[src/inc/lfw_pkg.sv]
package lfw_pkg;
  // special-function register offsets
  localparam logic [7:0] LFW_MODE_ADDR = 8'hA4;
  localparam logic [7:0] LFW_ANT_ADDR  = 8'hB2;
  localparam logic [7:0] LFW_GAIN_ADDR = 8'hC6;

  // mode register fields
  localparam int LFW_MODE_LOAD_EN  = 7;
  localparam int LFW_MODE_TRIM_LD  = 6;
  localparam int LFW_MODE_PURGE    = 5;
  localparam int LFW_MODE_AMP_CONT = 4;
  localparam int LFW_MODE_WAKE_HI  = 3;
  localparam int LFW_MODE_WAKE_LO  = 2;
  localparam int LFW_MODE_PROT_HI  = 1;
  localparam int LFW_MODE_PROT_LO  = 0;

  // antenna register fields
  localparam int LFW_ANT_TEST_HI = 7;
  localparam int LFW_ANT_TEST_LO = 6;
  localparam int LFW_ANT_CAP_HI  = 5;

  // gain register fields
  localparam int         LFW_GAIN_ATT_ON = 5;
  localparam int         LFW_GAIN_LVL_HI = 3;
  localparam logic [7:0] LFW_GAIN_MASK   = 8'h2F;

  localparam logic [7:0] LFW_REG_RESET = 8'h00;

  // timing, in nanoseconds and in 8 ns clock cycles
  localparam int LFW_CLK_NS       = 8;
  localparam int LFW_SNIFF_ON_NS  = 150000;
  localparam int LFW_SNIFF_INT_NS = 2200000;
  localparam int LFW_PRE_NS       = 1000000;
  localparam int LFW_END_MULT     = 3;
  localparam int LFW_SNIFF_ON_CYC  = (LFW_SNIFF_ON_NS + LFW_CLK_NS - 1) / LFW_CLK_NS;
  localparam int LFW_SNIFF_INT_CYC = (LFW_SNIFF_INT_NS + LFW_CLK_NS - 1) / LFW_CLK_NS;
  localparam int LFW_PRE_CYC       = LFW_PRE_NS / LFW_CLK_NS;

  typedef enum logic [1:0] {
    LFW_TEST_OFF  = 2'b00,
    LFW_TEST_SCLK = 2'b01,
    LFW_TEST_ASK  = 2'b10,
    LFW_TEST_RSSI = 2'b11
  } lfw_test_e;

  typedef enum logic [1:0] {
    LFW_WAKE_NEVER = 2'b00,
    LFW_WAKE_SYNC  = 2'b01,
    LFW_WAKE_ID    = 2'b10,
    LFW_WAKE_DATA  = 2'b11
  } lfw_wake_e;

  typedef enum logic [1:0] {
    LFW_PROT_PWM = 2'b00,
    LFW_PROT_1A  = 2'b01,
    LFW_PROT_1B  = 2'b10,
    LFW_PROT_1C  = 2'b11
  } lfw_prot_e;

  typedef enum logic [1:0] {
    LFW_ST_SLEEP = 2'b00,
    LFW_ST_SNIFF = 2'b01,
    LFW_ST_RECV  = 2'b10
  } lfw_state_e;
endpackage

[src/logic/lfw_ctrl.sv]
`timescale 1ns/1ps
module lfw_ctrl
  import lfw_pkg::*;
#(
  parameter int SNIFF_ON_CYC  = lfw_pkg::LFW_SNIFF_ON_CYC,
  parameter int SNIFF_INT_CYC = lfw_pkg::LFW_SNIFF_INT_CYC,
  parameter int PRE_CYC       = lfw_pkg::LFW_PRE_CYC
)(
  input  wire logic                clk,
  input  wire logic                rst_n,
  input  wire logic                sfr_wr,
  input  wire logic [7:0]          sfr_addr,
  input  wire logic [7:0]          sfr_wdata,
  input  wire logic                sfr_rd,
  output logic      [7:0]          sfr_rdata,
  input  wire logic                lf_detect,
  input  wire logic                sclk_mon,
  input  wire logic                ask_mon,
  input  wire logic                rssi_mon,
  output logic                     amp_power,
  output logic                     detector_purge,
  output logic                     mcu_wake,
  output logic                     rx_end,
  output logic                     test_monitor_out,
  output logic      [5:0]          antenna_cap_value,
  output logic                     attenuator_on,
  output logic      [3:0]          attenuator_level,
  output lfw_pkg::lfw_wake_e       mcu_wake_point,
  output lfw_pkg::lfw_prot_e       rx_protocol_select,
  output logic                     trim_load_general,
  output logic                     trim_load_slicer
);
  import lfw_pkg::*;

  localparam logic [23:0] ON_MAX  = 24'(SNIFF_ON_CYC - 1);
  localparam logic [23:0] INT_MAX = 24'(SNIFF_INT_CYC - 1);
  localparam logic [23:0] END_MAX = 24'(LFW_END_MULT * PRE_CYC);

  logic [7:0] mode_reg;
  logic [7:0] ant_reg;
  logic [7:0] gain_reg;
  lfw_state_e state_reg;
  logic [23:0] cnt_reg;

  function automatic logic hit(input logic [7:0] a);
    return sfr_wr && (sfr_addr == a);
  endfunction

  wire load_en = mode_reg[LFW_MODE_LOAD_EN];
  wire trim_ld = mode_reg[LFW_MODE_TRIM_LD];
  wire purge   = mode_reg[LFW_MODE_PURGE];

  // mode register: bit 7 always writable, the rest gated by the stored bit 7
  always_ff @(posedge clk or negedge rst_n)
    if (!rst_n)
      mode_reg <= LFW_REG_RESET;
    else if (hit(LFW_MODE_ADDR))
    begin
      mode_reg[LFW_MODE_LOAD_EN] <= sfr_wdata[LFW_MODE_LOAD_EN];
      if (load_en)
        mode_reg[LFW_MODE_TRIM_LD:0] <= sfr_wdata[LFW_MODE_TRIM_LD:0];
    end

  always_ff @(posedge clk or negedge rst_n)
    if (!rst_n)
      ant_reg <= LFW_REG_RESET;
    else if (hit(LFW_ANT_ADDR) && trim_ld)
      ant_reg <= sfr_wdata;

  always_ff @(posedge clk or negedge rst_n)
    if (!rst_n)
      gain_reg <= LFW_REG_RESET;
    else if (hit(LFW_GAIN_ADDR))
      gain_reg <= sfr_wdata & LFW_GAIN_MASK;

  // only the gain register reads back; write-only ones read zero
  always_ff @(posedge clk or negedge rst_n)
    if (!rst_n)
      sfr_rdata <= LFW_REG_RESET;
    else if (sfr_rd)
      sfr_rdata <= (sfr_addr == LFW_GAIN_ADDR) ? gain_reg : LFW_REG_RESET;

  // sniff sequencer: sleep interval, sniff-on window, receive until silence
  always_ff @(posedge clk or negedge rst_n)
    if (!rst_n)
    begin
      state_reg <= LFW_ST_SLEEP;
      cnt_reg   <= '0;
    end
    else if (purge)
    begin
      state_reg <= LFW_ST_SLEEP;
      cnt_reg   <= '0;
    end
    else
      unique case (state_reg)
        LFW_ST_SLEEP:
          if (cnt_reg >= INT_MAX)
          begin
            state_reg <= LFW_ST_SNIFF;
            cnt_reg   <= '0;
          end
          else
            cnt_reg <= cnt_reg + 24'h000001;
        LFW_ST_SNIFF:
          if (lf_detect)
          begin
            state_reg <= LFW_ST_RECV;
            cnt_reg   <= '0;
          end
          else if (cnt_reg >= ON_MAX)
          begin
            state_reg <= LFW_ST_SLEEP;
            cnt_reg   <= '0;
          end
          else
            cnt_reg <= cnt_reg + 24'h000001;
        LFW_ST_RECV:
          if (lf_detect)
            cnt_reg <= '0;
          else if (cnt_reg >= END_MAX)
          begin
            state_reg <= LFW_ST_SLEEP;
            cnt_reg   <= '0;
          end
          else
            cnt_reg <= cnt_reg + 24'h000001;
        default:
        begin
          state_reg <= LFW_ST_SLEEP;
          cnt_reg   <= '0;
        end
      endcase

  always_ff @(posedge clk or negedge rst_n)
    if (!rst_n)
    begin
      amp_power      <= 1'b0;
      detector_purge <= 1'b0;
    end
    else
    begin
      detector_purge <= purge;
      amp_power      <= !purge && (mode_reg[LFW_MODE_AMP_CONT]
                        || state_reg != LFW_ST_SLEEP);
    end

  // wake pulse: pulse-width mode wakes on first detect inside the window;
  // pattern-matching protocol modes never raise it; one/zero decisions against
  // the preamble length are left to software after the wake
  always_ff @(posedge clk or negedge rst_n)
    if (!rst_n)
    begin
      mcu_wake <= 1'b0;
      rx_end   <= 1'b0;
    end
    else
    begin
      mcu_wake <= !purge && state_reg == LFW_ST_SNIFF && lf_detect
                  && rx_protocol_select == LFW_PROT_PWM;
      rx_end   <= !purge && state_reg == LFW_ST_RECV && !lf_detect
                  && cnt_reg >= END_MAX;
    end

  always_ff @(posedge clk or negedge rst_n)
    if (!rst_n)
      test_monitor_out <= 1'b0;
    else
      unique case (lfw_test_e'(ant_reg[LFW_ANT_TEST_HI:LFW_ANT_TEST_LO]))
        LFW_TEST_OFF:  test_monitor_out <= 1'b0;
        LFW_TEST_SCLK: test_monitor_out <= sclk_mon;
        LFW_TEST_ASK:  test_monitor_out <= ask_mon;
        LFW_TEST_RSSI: test_monitor_out <= rssi_mon;
      endcase

  always_ff @(posedge clk or negedge rst_n)
    if (!rst_n)
    begin
      antenna_cap_value  <= '0;
      attenuator_on      <= 1'b0;
      attenuator_level   <= '0;
      mcu_wake_point     <= LFW_WAKE_NEVER;
      rx_protocol_select <= LFW_PROT_PWM;
      trim_load_general  <= 1'b0;
      trim_load_slicer   <= 1'b0;
    end
    else
    begin
      antenna_cap_value  <= ant_reg[LFW_ANT_CAP_HI:0];
      attenuator_on      <= gain_reg[LFW_GAIN_ATT_ON];
      attenuator_level   <= gain_reg[LFW_GAIN_LVL_HI:0];
      mcu_wake_point     <= lfw_wake_e'(mode_reg[LFW_MODE_WAKE_HI:LFW_MODE_WAKE_LO]);
      rx_protocol_select <= lfw_prot_e'(mode_reg[LFW_MODE_PROT_HI:LFW_MODE_PROT_LO]);
      trim_load_general  <= trim_ld;
      trim_load_slicer   <= !trim_ld;
    end

  chk_load_gate_mode: assert property (@(posedge clk) disable iff (!rst_n)
    hit(LFW_MODE_ADDR) && !load_en |=> $stable(mode_reg[6:0]))
    else $error("mode fields changed while load enable clear");
  chk_ant_gate: assert property (@(posedge clk) disable iff (!rst_n)
    hit(LFW_ANT_ADDR) && !trim_ld |=> $stable(ant_reg))
    else $error("antenna register changed while trim load clear");
  chk_load_bit_write: assert property (@(posedge clk) disable iff (!rst_n)
    hit(LFW_MODE_ADDR) |=> mode_reg[7] == $past(sfr_wdata[7]))
    else $error("load enable did not take written value");
  chk_purge_amp_off: assert property (@(posedge clk) disable iff (!rst_n)
    purge |=> !amp_power && detector_purge)
    else $error("amplifier powered during purge");
  chk_amp_cont: assert property (@(posedge clk) disable iff (!rst_n)
    mode_reg[4] && !purge |=> amp_power)
    else $error("continuous amplifier power not applied");
  chk_sniff_len: assert property (@(posedge clk) disable iff (!rst_n)
    state_reg == LFW_ST_SNIFF |-> cnt_reg <= ON_MAX)
    else $error("sniff window overran");
  chk_end_timeout: assert property (@(posedge clk) disable iff (!rst_n)
    state_reg == LFW_ST_RECV && cnt_reg < END_MAX |=> !rx_end)
    else $error("end reported before silence timeout");
  chk_pwm_wake: assert property (@(posedge clk) disable iff (!rst_n)
    state_reg == LFW_ST_SNIFF && lf_detect && !purge && rx_protocol_select == LFW_PROT_PWM
    |=> mcu_wake ##1 state_reg == LFW_ST_RECV)
    else $error("no wake on detect in sniff window");
  chk_test_off: assert property (@(posedge clk) disable iff (!rst_n)
    ant_reg[7:6] == 2'b00 |=> !test_monitor_out)
    else $error("test monitor active while disabled");
  chk_gain_map: assert property (@(posedge clk) disable iff (!rst_n)
    hit(LFW_GAIN_ADDR) |=> ##1 attenuator_level == $past(sfr_wdata[3:0], 2))
    else $error("attenuator level mismatch");

  cov_wake: cover property (@(posedge clk) disable iff (!rst_n) mcu_wake);
  cov_end: cover property (@(posedge clk) disable iff (!rst_n) rx_end);
  cov_ant_wr: cover property (@(posedge clk) disable iff (!rst_n) hit(LFW_ANT_ADDR) && trim_ld);
  cov_gated: cover property (@(posedge clk) disable iff (!rst_n) hit(LFW_MODE_ADDR) && !load_en);
endmodule // lfw_ctrl

[config.mk]
export PLATFORM = sky130hd
export DESIGN_NAME = lfw_ctrl
export DESIGN_NICKNAME = d
export VERILOG_FILES = /design/src/inc/lfw_pkg.sv /design/src/logic/lfw_ctrl.sv
export SDC_FILE = /design/constraint.sdc
export NUM_CORES = 1
export LEC_CHECK = 0
export ABC_AREA = 1
export CAP_MARGIN = 20
export CORE_UTILIZATION = 50
export CTS_BUF_LIST = sky130_fd_sc_hd__clkbuf_2 sky130_fd_sc_hd__clkbuf_4 sky130_fd_sc_hd__clkbuf_8
export DETAILED_ROUTE_END_ITERATION = 10
export DONT_BUFFER_PORTS = 1
export GPL_ROUTABILITY_DRIVEN = 0
export GPL_TIMING_DRIVEN = 0
export HOLD_SLACK_MARGIN = 0.1
export PLACE_DENSITY = 0.68
export SYNTH_ARGS = -nofsm -noshare
export SYNTH_HDL_FRONTEND = slang
export SYNTH_SLANG_ARGS = --single-unit
[constraint.sdc]
create_clock -name clk -period 1.82 [get_ports clk]
set_clock_uncertainty 0.1 [all_clocks]
set_input_delay 0.455 -clock clk [delete_from_list [all_inputs] [get_ports clk]]
set_output_delay 0.455 -clock clk [all_outputs]
set_load 0.03 [all_outputs]
Word level (Yosys, flattened, before mapping)
Index checks and enable logic that the tools add are counted.

operators by class
  equal/unequal tests = 12
  $lt $le $gt $ge = 3
  reduce and logical (&&, ||, !) cells = 21
  muxes and demuxes = 16
  add/sub/neg operators = 1

operator list
  operator               number
  $mux 24                6
  $pmux 24 s3            1
  $ge 24x19->1 const B   2
  $add 24x1->24 const B  1
  $eq 8x8->1 const B     3
  $ge 24x15->1 const B   1
  $mux 2                 6
  $logic_and 1x1->1      11
  $ne 3x3->1 const B     3
  $eq 2x2->1 const B     3
  $logic_not 2->1        3
  $mux 6                 1
  $pmux 2 s3             1
  $eq 2x1->1 const B     2
  $ne 4x4->1 const B     1
  $pmux 1 s4             1
  $reduce_and 4->1       1
  $logic_not 1->1        3
  $reduce_and 2->1       1
  $reduce_bool 2->1      1
  $logic_or 1x1->1       1

word-level totals
  register bits = 77
  output and inout port bits = 30
  bits of input ports = 24

Longest topological paths before layout
Gate-level depths: netlist of the first run.

  depth in word-level cells = 5
  gate-level depth with buffers = 13

Worst setup path after synthesis of the first run
Ideal clock, no wire load.

  path type = reg-to-reg
  start = reg cnt_reg[0]
  end = reg cnt_reg[16]
  data required time = 1.649 ns
  cell stages (with the launch flop) = 14
  data arrival time = 1.475 ns
  setup slack = 0.174 ns
  cells stage by stage = dfrtp_1 inv_1 ha_1 inv_1 o21ai_1 nand2_1 nand2_1 nand3_1 nand2_1 nand2_1 nand2_2 nand2_4 buf_8 nor2_1

between the ends
  word-level cells in the longest chain between the ends = 5
  elaborated cells between the ends (all ways) = 11

ends and longest elaborated chain
  element                                RTL line                                           RTL
  start, declared                        lfw_ctrl.sv:43                                     logic [23:0] cnt_reg;
  start signal, assigned                 lfw_ctrl.sv:104                                    cnt_reg <= cnt_reg + 24'h000001;
  start signal, assigned                 lfw_ctrl.sv:117                                    cnt_reg <= cnt_reg + 24'h000001;
  start signal, assigned                 lfw_ctrl.sv:127                                    cnt_reg <= cnt_reg + 24'h000001;
  $add 24x1->24 (tied with other cells)  lfw_ctrl.sv:104, lfw_ctrl.sv:117, lfw_ctrl.sv:127
  $mux 24, on equally long branches      lfw_ctrl.sv:121, lfw_ctrl.sv:111
  $mux 24, on equally long branches      lfw_ctrl.sv:119, lfw_ctrl.sv:106
  $pmux 24 s3 *                          lfw_ctrl.sv:96                                     unique case (state_reg)
  $mux 24 *                              lfw_ctrl.sv:90                                     else if (purge)

Every way passes the cells marked *; elsewhere a longest branch is shown, timed or not.
A chain may end at the register's enable or synchronous reset.

Worst setup path after layout of the first run
Ends and elaborated chain as after synthesis.

==> results.md, run 1 <==
- Dpl cell area: 3447 um^2
- Post-synthesis cell area: 3324 um^2
- Max frequency: 555.1 MHz
- Final Util: 59.54%
- Worst setup EP type: flop
- Layout Area Growth over Synthesis: 14.38%
- First-pass DRT Iterations: 5
- Worst Path Required: 2.00 ns
- Cells after Synth: 357
- Rows: 29
- RSZ-0062 raised after global routing: true
- Status: finished, violations left
- Worst setup path class: flop to flop
- Peak supply drop: 0.5693 mV
- Worst Slack Setup Final: 0.01867 ns
- Commonest non-fill, non-tap cell in the layout: dfrtp_1
- Power per cell area: 840.3 nW/um^2
- Max FFs per register: 24
- Final Hold Viols: 74
- Pin count of the biggest net entering global routing: 75
- Worst setup startpoint: cnt_reg[0]$_DFF_PN0_
- Yosys cell types: 34
- DRT Wirelength: 6282 um
- Filler cells: 556
- Nets: 410
- HPWL after DPL: 4355 um
- Initial drt markers: 104
- Final setup viols: 0
- # IOs: 54
- Initial Util: 52.06%
- Fin crit period: 1.801 ns
- # Max-Cap Violations: 0
- CTS tree: yes
- P_leak: 1.776 nW
- Clock group share of total power: 37.2%
- Core ar.: 6386 um^2
- H-tree depth: 3
- Total GRT Usage: 18.77%
- Clock buffer depth: 2
- Chip width: 83.54 um
- Sw Share: 27.20%
- Post-route DRC: 0
- Switching pwr: 0.8691 mW
- Synth warnings: 0
- FF/Latch Area: 1857 um^2
- Post-Place Setup Slack: -0.08451 ns
- Vias in the first global route: 2298
- Bufs and invs on worst path: 1
- #FFs+latches synth: 74
- Global-route wire length before repair: 10240 um
- Seq pwr share: 56.4%
- Failing checks: negative hold slack
- Slowest CP cell: dfrtp_2
- Root Driver: clkbuf_8
- Final period util: 98.97%
- RR Startpoint: cnt_reg[0]$_DFF_PN0_
- Most frequent cells in the layout: dfrtp_1 (70), nand2_1 (66), nor2_1 (34)
- Post-synthesis sequential area ratio: 55.70%
- Post-synth EDFFs: 0
- Critical path fanouts, max: 6
- Top FF cell, synth: dfrtp_1
- Internal Pwr Total: 2.326 mW
- Hold WS: -0.3012 ns
- Initial antenna violation count: 0
- Routed via count: 2365
- Vias per std cell: 5.097
- Area of the multi-input gates: 1363 um^2
- Worst skew pair latency: 0.35 ns
- Avg WL per Cell: 13.54 um
- Die area: 6979 um^2
- Combinational share of power: 6.4%
- Final antenna-violating net count: 0
- Die H: 83.54 um
- Sink Count: 74
- Critical path launch point type: flop
- Worst path max stage delay: 0.47 ns
- Cell chain of the critical path: ha_4, a21oi_1, o21ai_1, nand4_1, nand4_1, nand2_2, nand2_4, clkbuf_16, nor2_1
- Grt ovf: 0
- CP top delay family: simple AND/OR/NAND/NOR gates
- CP arrival: 1.98 ns
- Mapped Avg Cell Area: 9.312 um^2
- Clock Pin Slew Worst Setup and Hold Paths: 0.08 ns
- # port buffers: 0
- Async SR Flop Fraction: 100.0%
- N_diodes: 0
- Share of cells above drive strength 1: 21.19%
- CTS Buf Count: 9
- Pins Over Slew Limit: 0
- Fin area: 3802 um^2
- Type of the tightest min-delay check: input pin to asynchronous set/reset pin
- Most used cell, CP: nand4_1
## final cells by class
type                       instances  share of cell area (%)
tap                               77                   2.534
inverter                          42                   4.212
timing repair buffer               7                   2.040
clock buffer                      10                   3.620
buffer                             9                   1.612
sequential                        74                   48.83
clock inverter                     6                   1.316
multi-input combinational        239                   35.83
## cell families (layout without fill, tap and decap cells)
group / Yosys count / count (layout) / share of synthesized area (%)
other: 1 / 8 / 0.1128
AND/OR/NAND/NOR: 172 / 172 / 25.37
buffers and inverters: 51 / 74 / 6.586
adder cells (fa/ha/maj): 4 / 4 / 1.506
AO/OA/AOI/OAI: 39 / 39 / 6.511
flip-flops: 74 / 74 / 55.70
XOR/XNOR: 16 / 16 / 4.215
## synthesized netlist by cell type, types with 3 or more instances
library cell,instances,area share [%]
a21oi_1,5,0.75
buf_4,4,0.90
clkbuf_1,3,0.34
dfrtp_1,74,56
ha_1,4,1.5
inv_1,32,3.6
inv_2,8,0.90
nand2_1,66,7.5
nand2_2,5,0.94
nand2_4,3,1.0
nand3_1,18,2.7
nand4_1,9,1.7
nor2_1,40,4.5
nor2_2,12,2.3
nor2_4,3,1.0
nor3_1,5,0.75
nor4_1,4,0.75
o21ai_0,24,3.6
o22ai_1,5,0.94
xnor2_1,3,0.79
xor2_1,13,3.4
## through the flow
stage | instances | setup TNS [ns] | power [mW]
after detailed placement | 441 | -1.295 | 2.023
after global placement | 441 | -0.5468 | 2.016
final | 464 | 0 | 3.195
after CTS | 458 | -0.01290 | 3.215
after floorplan | 364 | 0 | 1.980
after global routing | 464 | -2.109 | 3.338
## what timing repair did
| item | in CTS | in global routing |
|---|---|---|
| setup buffers | 1 | 5 |
| gates cloned | 0 | 1 |
| gates resized for setup | 10 | 18 |
| pin swaps | 0 | 5 |
| endpoints found under the hold margin | 74 | 74 |
| endpoints found under the setup margin | 10 | 19 |
## final timing paths
kind | to | slack, ns | cells past startpoint
max in group asynchronous | cnt_reg[0]$_DFF_PN0_ | 1.77 | 0
worst min register to register | detector_purge$_DFF_PN0_ | 0.28 | 0
worst min-delay path | cnt_reg[17]$_DFF_PN0_ | -0.30 | 0
min in group clk | mode_reg[7]$_DFFE_PN0P_ | 0.16 | 2
worst max register to register | cnt_reg[16]$_DFF_PN0_ | 0.02 | 9
worst max-delay path | cnt_reg[16]$_DFF_PN0_ | 0.02 | 9
## power by group through the flow
| stage | clock network [mW] | logic [mW] | registers (mW) |
|---|---|---|---|
| floorplan | 0 | 0.157 | 1.82 |
| global placement | 0 | 0.185 | 1.83 |
| detailed placement | 0 | 0.190 | 1.83 |
| CTS | 1.22 | 0.194 | 1.80 |
| global route | 1.29 | 0.237 | 1.81 |
| finish | 1.19 | 0.205 | 1.80 |
## per-layer routing
| metal | wire length [um] | track usage, % |
|---|---|---|
| met1 | 2709 | 22.36 |
| met2 | 3167 | 32.12 |
| met3 | 286 | 4.847 |
| met4 | 119 | 8.320 |
| met5 | 0 | 0 |
Power figures use the tool's default switching activity.
==> run 2, diff against run 1 <==
- CTS_BUF_LIST: sky130_fd_sc_hd__clkbuf_2 sky130_fd_sc_hd__clkbuf_4 sky130_fd_sc_hd__clkbuf_8 -> sky130_fd_sc_hd__clkbuf_4
==> results.md, run 2 (same netlist as run 1, synthesis figures left out) <==
- Status: finished, violations left (unchanged)
- Failing checks: negative hold slack, negative setup slack (was negative hold slack)
- Die H: 83.54 um (unchanged)
- Metal2 WL: 3189 um (was 3167 um)
- Grt ovf: 0 (unchanged)
- Sink Count: 74 (unchanged)
- # port buffers: 0 (unchanged)
- Clock buffer depth: 2 (unchanged)
- Final antenna-violating net count: 0 (unchanged)
- Power per cell area: 767.9 nW/um^2 (was 840.3 nW/um^2)
- Bufs and invs on worst path: 1 (unchanged)
- Worst Path Required: 2.02 ns (was 2.00 ns)
- Final period util: 100.7% (was 98.97%)
- Worst path max stage delay: 0.47 ns (about the same)
- RSZ-0062 raised after global routing: true (unchanged)
- Chip width: 83.54 um (unchanged)
- Area of the multi-input gates: 1346 um^2 (was 1363 um^2)
- First-pass DRT Iterations: 4 (was 5)
- Max frequency: 545.9 MHz (was 555.1 MHz)
- Hold buffers post-CTS: 6
- # IOs: 54 (unchanged)
- Hold WS: -0.3739 ns (was -0.3012 ns)
- Sw Share: 28.53% (was 27.20%)
- Critical path fanouts, max: 6 (unchanged)
- Commonest non-fill, non-tap cell in the layout: dfrtp_1 (unchanged)
- Most used cell, CP: nand2_1 (was nand4_1)
- Worst setup EP type: flop (unchanged)
- Internal Pwr Total: 2.081 mW (was 2.326 mW)
- Nets: 417 (was 410)
- Cell chain of the critical path: nor2_4, nand3_2, nor3_4, nand2_1, nand3_1, nand2_1, nand2_1, nand2_2, nand2_4, clkbuf_16, nor2_2 (was ha_4, a21oi_1, o21ai_1, nand4_1, nand4_1, nand2_2, nand2_4, clkbuf_16, nor2_1)
- Routed via count: 2367 (was 2365)
- Layout Area Growth over Synthesis: 14.04% (was 14.38%)
- Worst setup path class: flop to flop (unchanged)
- Slowest CP cell: dfrtp_2 (unchanged)
- Clock Pin Slew Worst Setup and Hold Paths: 0.12 ns (was 0.08 ns)
- Tot Pwr: 2.911 mW (was 3.195 mW)
- Vias in the first global route: 2298 (unchanged)
- Root Driver: clkbuf_4 (was clkbuf_8)
- CP arrival: 2.03 ns (was 1.98 ns)
- Avg WL per Cell: 13.36 um (was 13.54 um)
- Fin crit period: 1.832 ns (was 1.801 ns)
- Initial drt markers: 65 (was 104)
- Worst Slack Setup Final: -0.01192 ns (was 0.01867 ns)
- Critical path launch point type: flop (unchanged)
- Pins Over Slew Limit: 0 (unchanged)
- Initial antenna violation count: 0 (unchanged)
- CP top delay family: simple AND/OR/NAND/NOR gates (unchanged)
- Core ar.: 6386 um^2 (unchanged)
- Global-route wire length before repair: 10180 um (was 10240 um)
- Initial Util: 52.06% (unchanged)
- Clock group share of total power: 30.6% (was 37.2%)
- Max FFs per register: 24 (unchanged)
- Share of cells above drive strength 1: 20.81% (was 21.19%)
- P_leak: 1.785 nW (was 1.776 nW)
- Pin count of the biggest net entering global routing: 75 (unchanged)
- Combinational share of power: 7.5% (was 6.4%)
- Total GRT Usage: 18.57% (was 18.77%)
- FF/Latch Area: 1854 um^2 (was 1857 um^2)
- Rows: 29 (unchanged)
- Type of the tightest min-delay check: input pin to asynchronous set/reset pin (unchanged)
- Sum of negative setup slack: -0.03341 ns (was 0 ns)
- Seq pwr share: 61.9% (was 56.4%)
- Metal3 WL: 235 um (was 286 um)
- Top sig layer: met4 (unchanged)
- Most frequent cells in the layout: dfrtp_1 (72), nand2_1 (65), nor2_1 (32) (was dfrtp_1 (70), nand2_1 (66), nor2_1 (34))
- Filler cells: 573 (was 556)
- Peak supply drop: 0.5182 mV (was 0.5693 mV)
- Post-route DRC: 0 (unchanged)
- HPWL after DPL: 4355 um (unchanged)
- Switching pwr: 0.8305 mW (was 0.8691 mW)
- CTS tree: yes (unchanged)
- DRT Wirelength: 6293 um (was 6282 um)
- Die area: 6979 um^2 (unchanged)
- Final setup viols: 4 (was 0)
- CTS Buf Count: 9 (unchanged)
- H-tree depth: 3 (unchanged)
- # Max-Cap Violations: 0 (unchanged)
- Met1 Wirelength: 2829 um (was 2709 um)
- N_diodes: 0 (unchanged)
- Worst skew pair latency: 0.40 ns (was 0.35 ns)
- Final Hold Viols: 74 (unchanged)
- Vias per std cell: 5.025 (was 5.097)
==> run 2: cell types whose count changed in the layout (fill, tap and decap cells not counted), moves of 2 or more <==
cell	delta
dfrtp_1	+2
nor2_2	+4
nor2_1	-2
clkbuf_4	+9
dlygate4sd3_1	+6
nor2_4	-2
dfrtp_2	-2
clkbuf_8	-10
==> run 2: cell type report <==
type | instances | share of cell area (%)
Tap cell | 77 | 2.541
Buffer | 9 | 1.617
Timing Repair Buffer | 14 | 4.059
Sequential cell | 74 | 48.91
Clock inverter | 7 | 1.419
Multi-Input combinational cell | 239 | 35.51
Clock buffer | 9 | 1.782
Inverter | 42 | 4.158
==> run 2: worst paths after layout <==
kind                                    startpoint                  endpoint  slack [ns]  depth (start not counted)
min                                          rst_n     cnt_reg[14]$_DFF_PN0_       -0.37                          0
max                          cnt_reg[12]$_DFF_PN0_     cnt_reg[12]$_DFF_PN0_       -0.01                         11
max reg2reg                  cnt_reg[12]$_DFF_PN0_     cnt_reg[12]$_DFF_PN0_       -0.01                         11
max in group asynchronous                    rst_n      cnt_reg[9]$_DFF_PN0_        1.85                          0
min reg2reg                mode_reg[5]$_DFFE_PN0P_  detector_purge$_DFF_PN0_        0.29                          0
min in group clk                      sfr_wdata[2]    ant_reg[2]$_DFFE_PN0P_        0.14                          2
==> run 2: what timing repair did <==
item / in CTS / in global routing
resized for setup: 3 / 20
hold endpoints to repair: 83 / 74
setup buffers: 1 / 6
endpoints found under the setup margin: 10 / 19
gates cloned: 0 / 1
pin swaps: 0 / 6
==> run 2: power by group through the flow <==
stage / Clock [mW] / Sequential, mW / Combinational (mW)
2_1_floorplan: 0 / 1.82 / 0.157
3_3_place_gp: 0 / 1.83 / 0.185
3_5_place_dp: 0 / 1.83 / 0.190
4_1_cts: 0.933 / 1.80 / 0.202
5_1_grt: 0.990 / 1.81 / 0.250
6_report: 0.891 / 1.80 / 0.219
==> run 2: per-layer routing <==
metal  GRT usage (%)  up-vias
met1           22.69     1125
met5               0        -
met4           6.317        0
met2           31.74       43
li1                -     1195
met3           5.242        4
==> run 2: through the flow <==
| stage | cells | area [um^2] | worst slack, ns | hold WS [ns] | util (%) |
|---|---|---|---|---|---|
| floorplan | 364 | 3351 | 0.1736 | 0.05941 | - |
| finish | 471 | 3791 | -0.01192 | -0.3739 | 59.37 |
| CTS | 464 | 3638 | -0.03383 | -0.4191 | 56.97 |
| global route | 471 | 3791 | -0.1320 | -0.4300 | 59.37 |
| detailed placement | 441 | 3447 | -0.08451 | 0.06103 | 53.98 |
| global placement | 441 | 3447 | -0.04249 | 0.06120 | 53.98 |
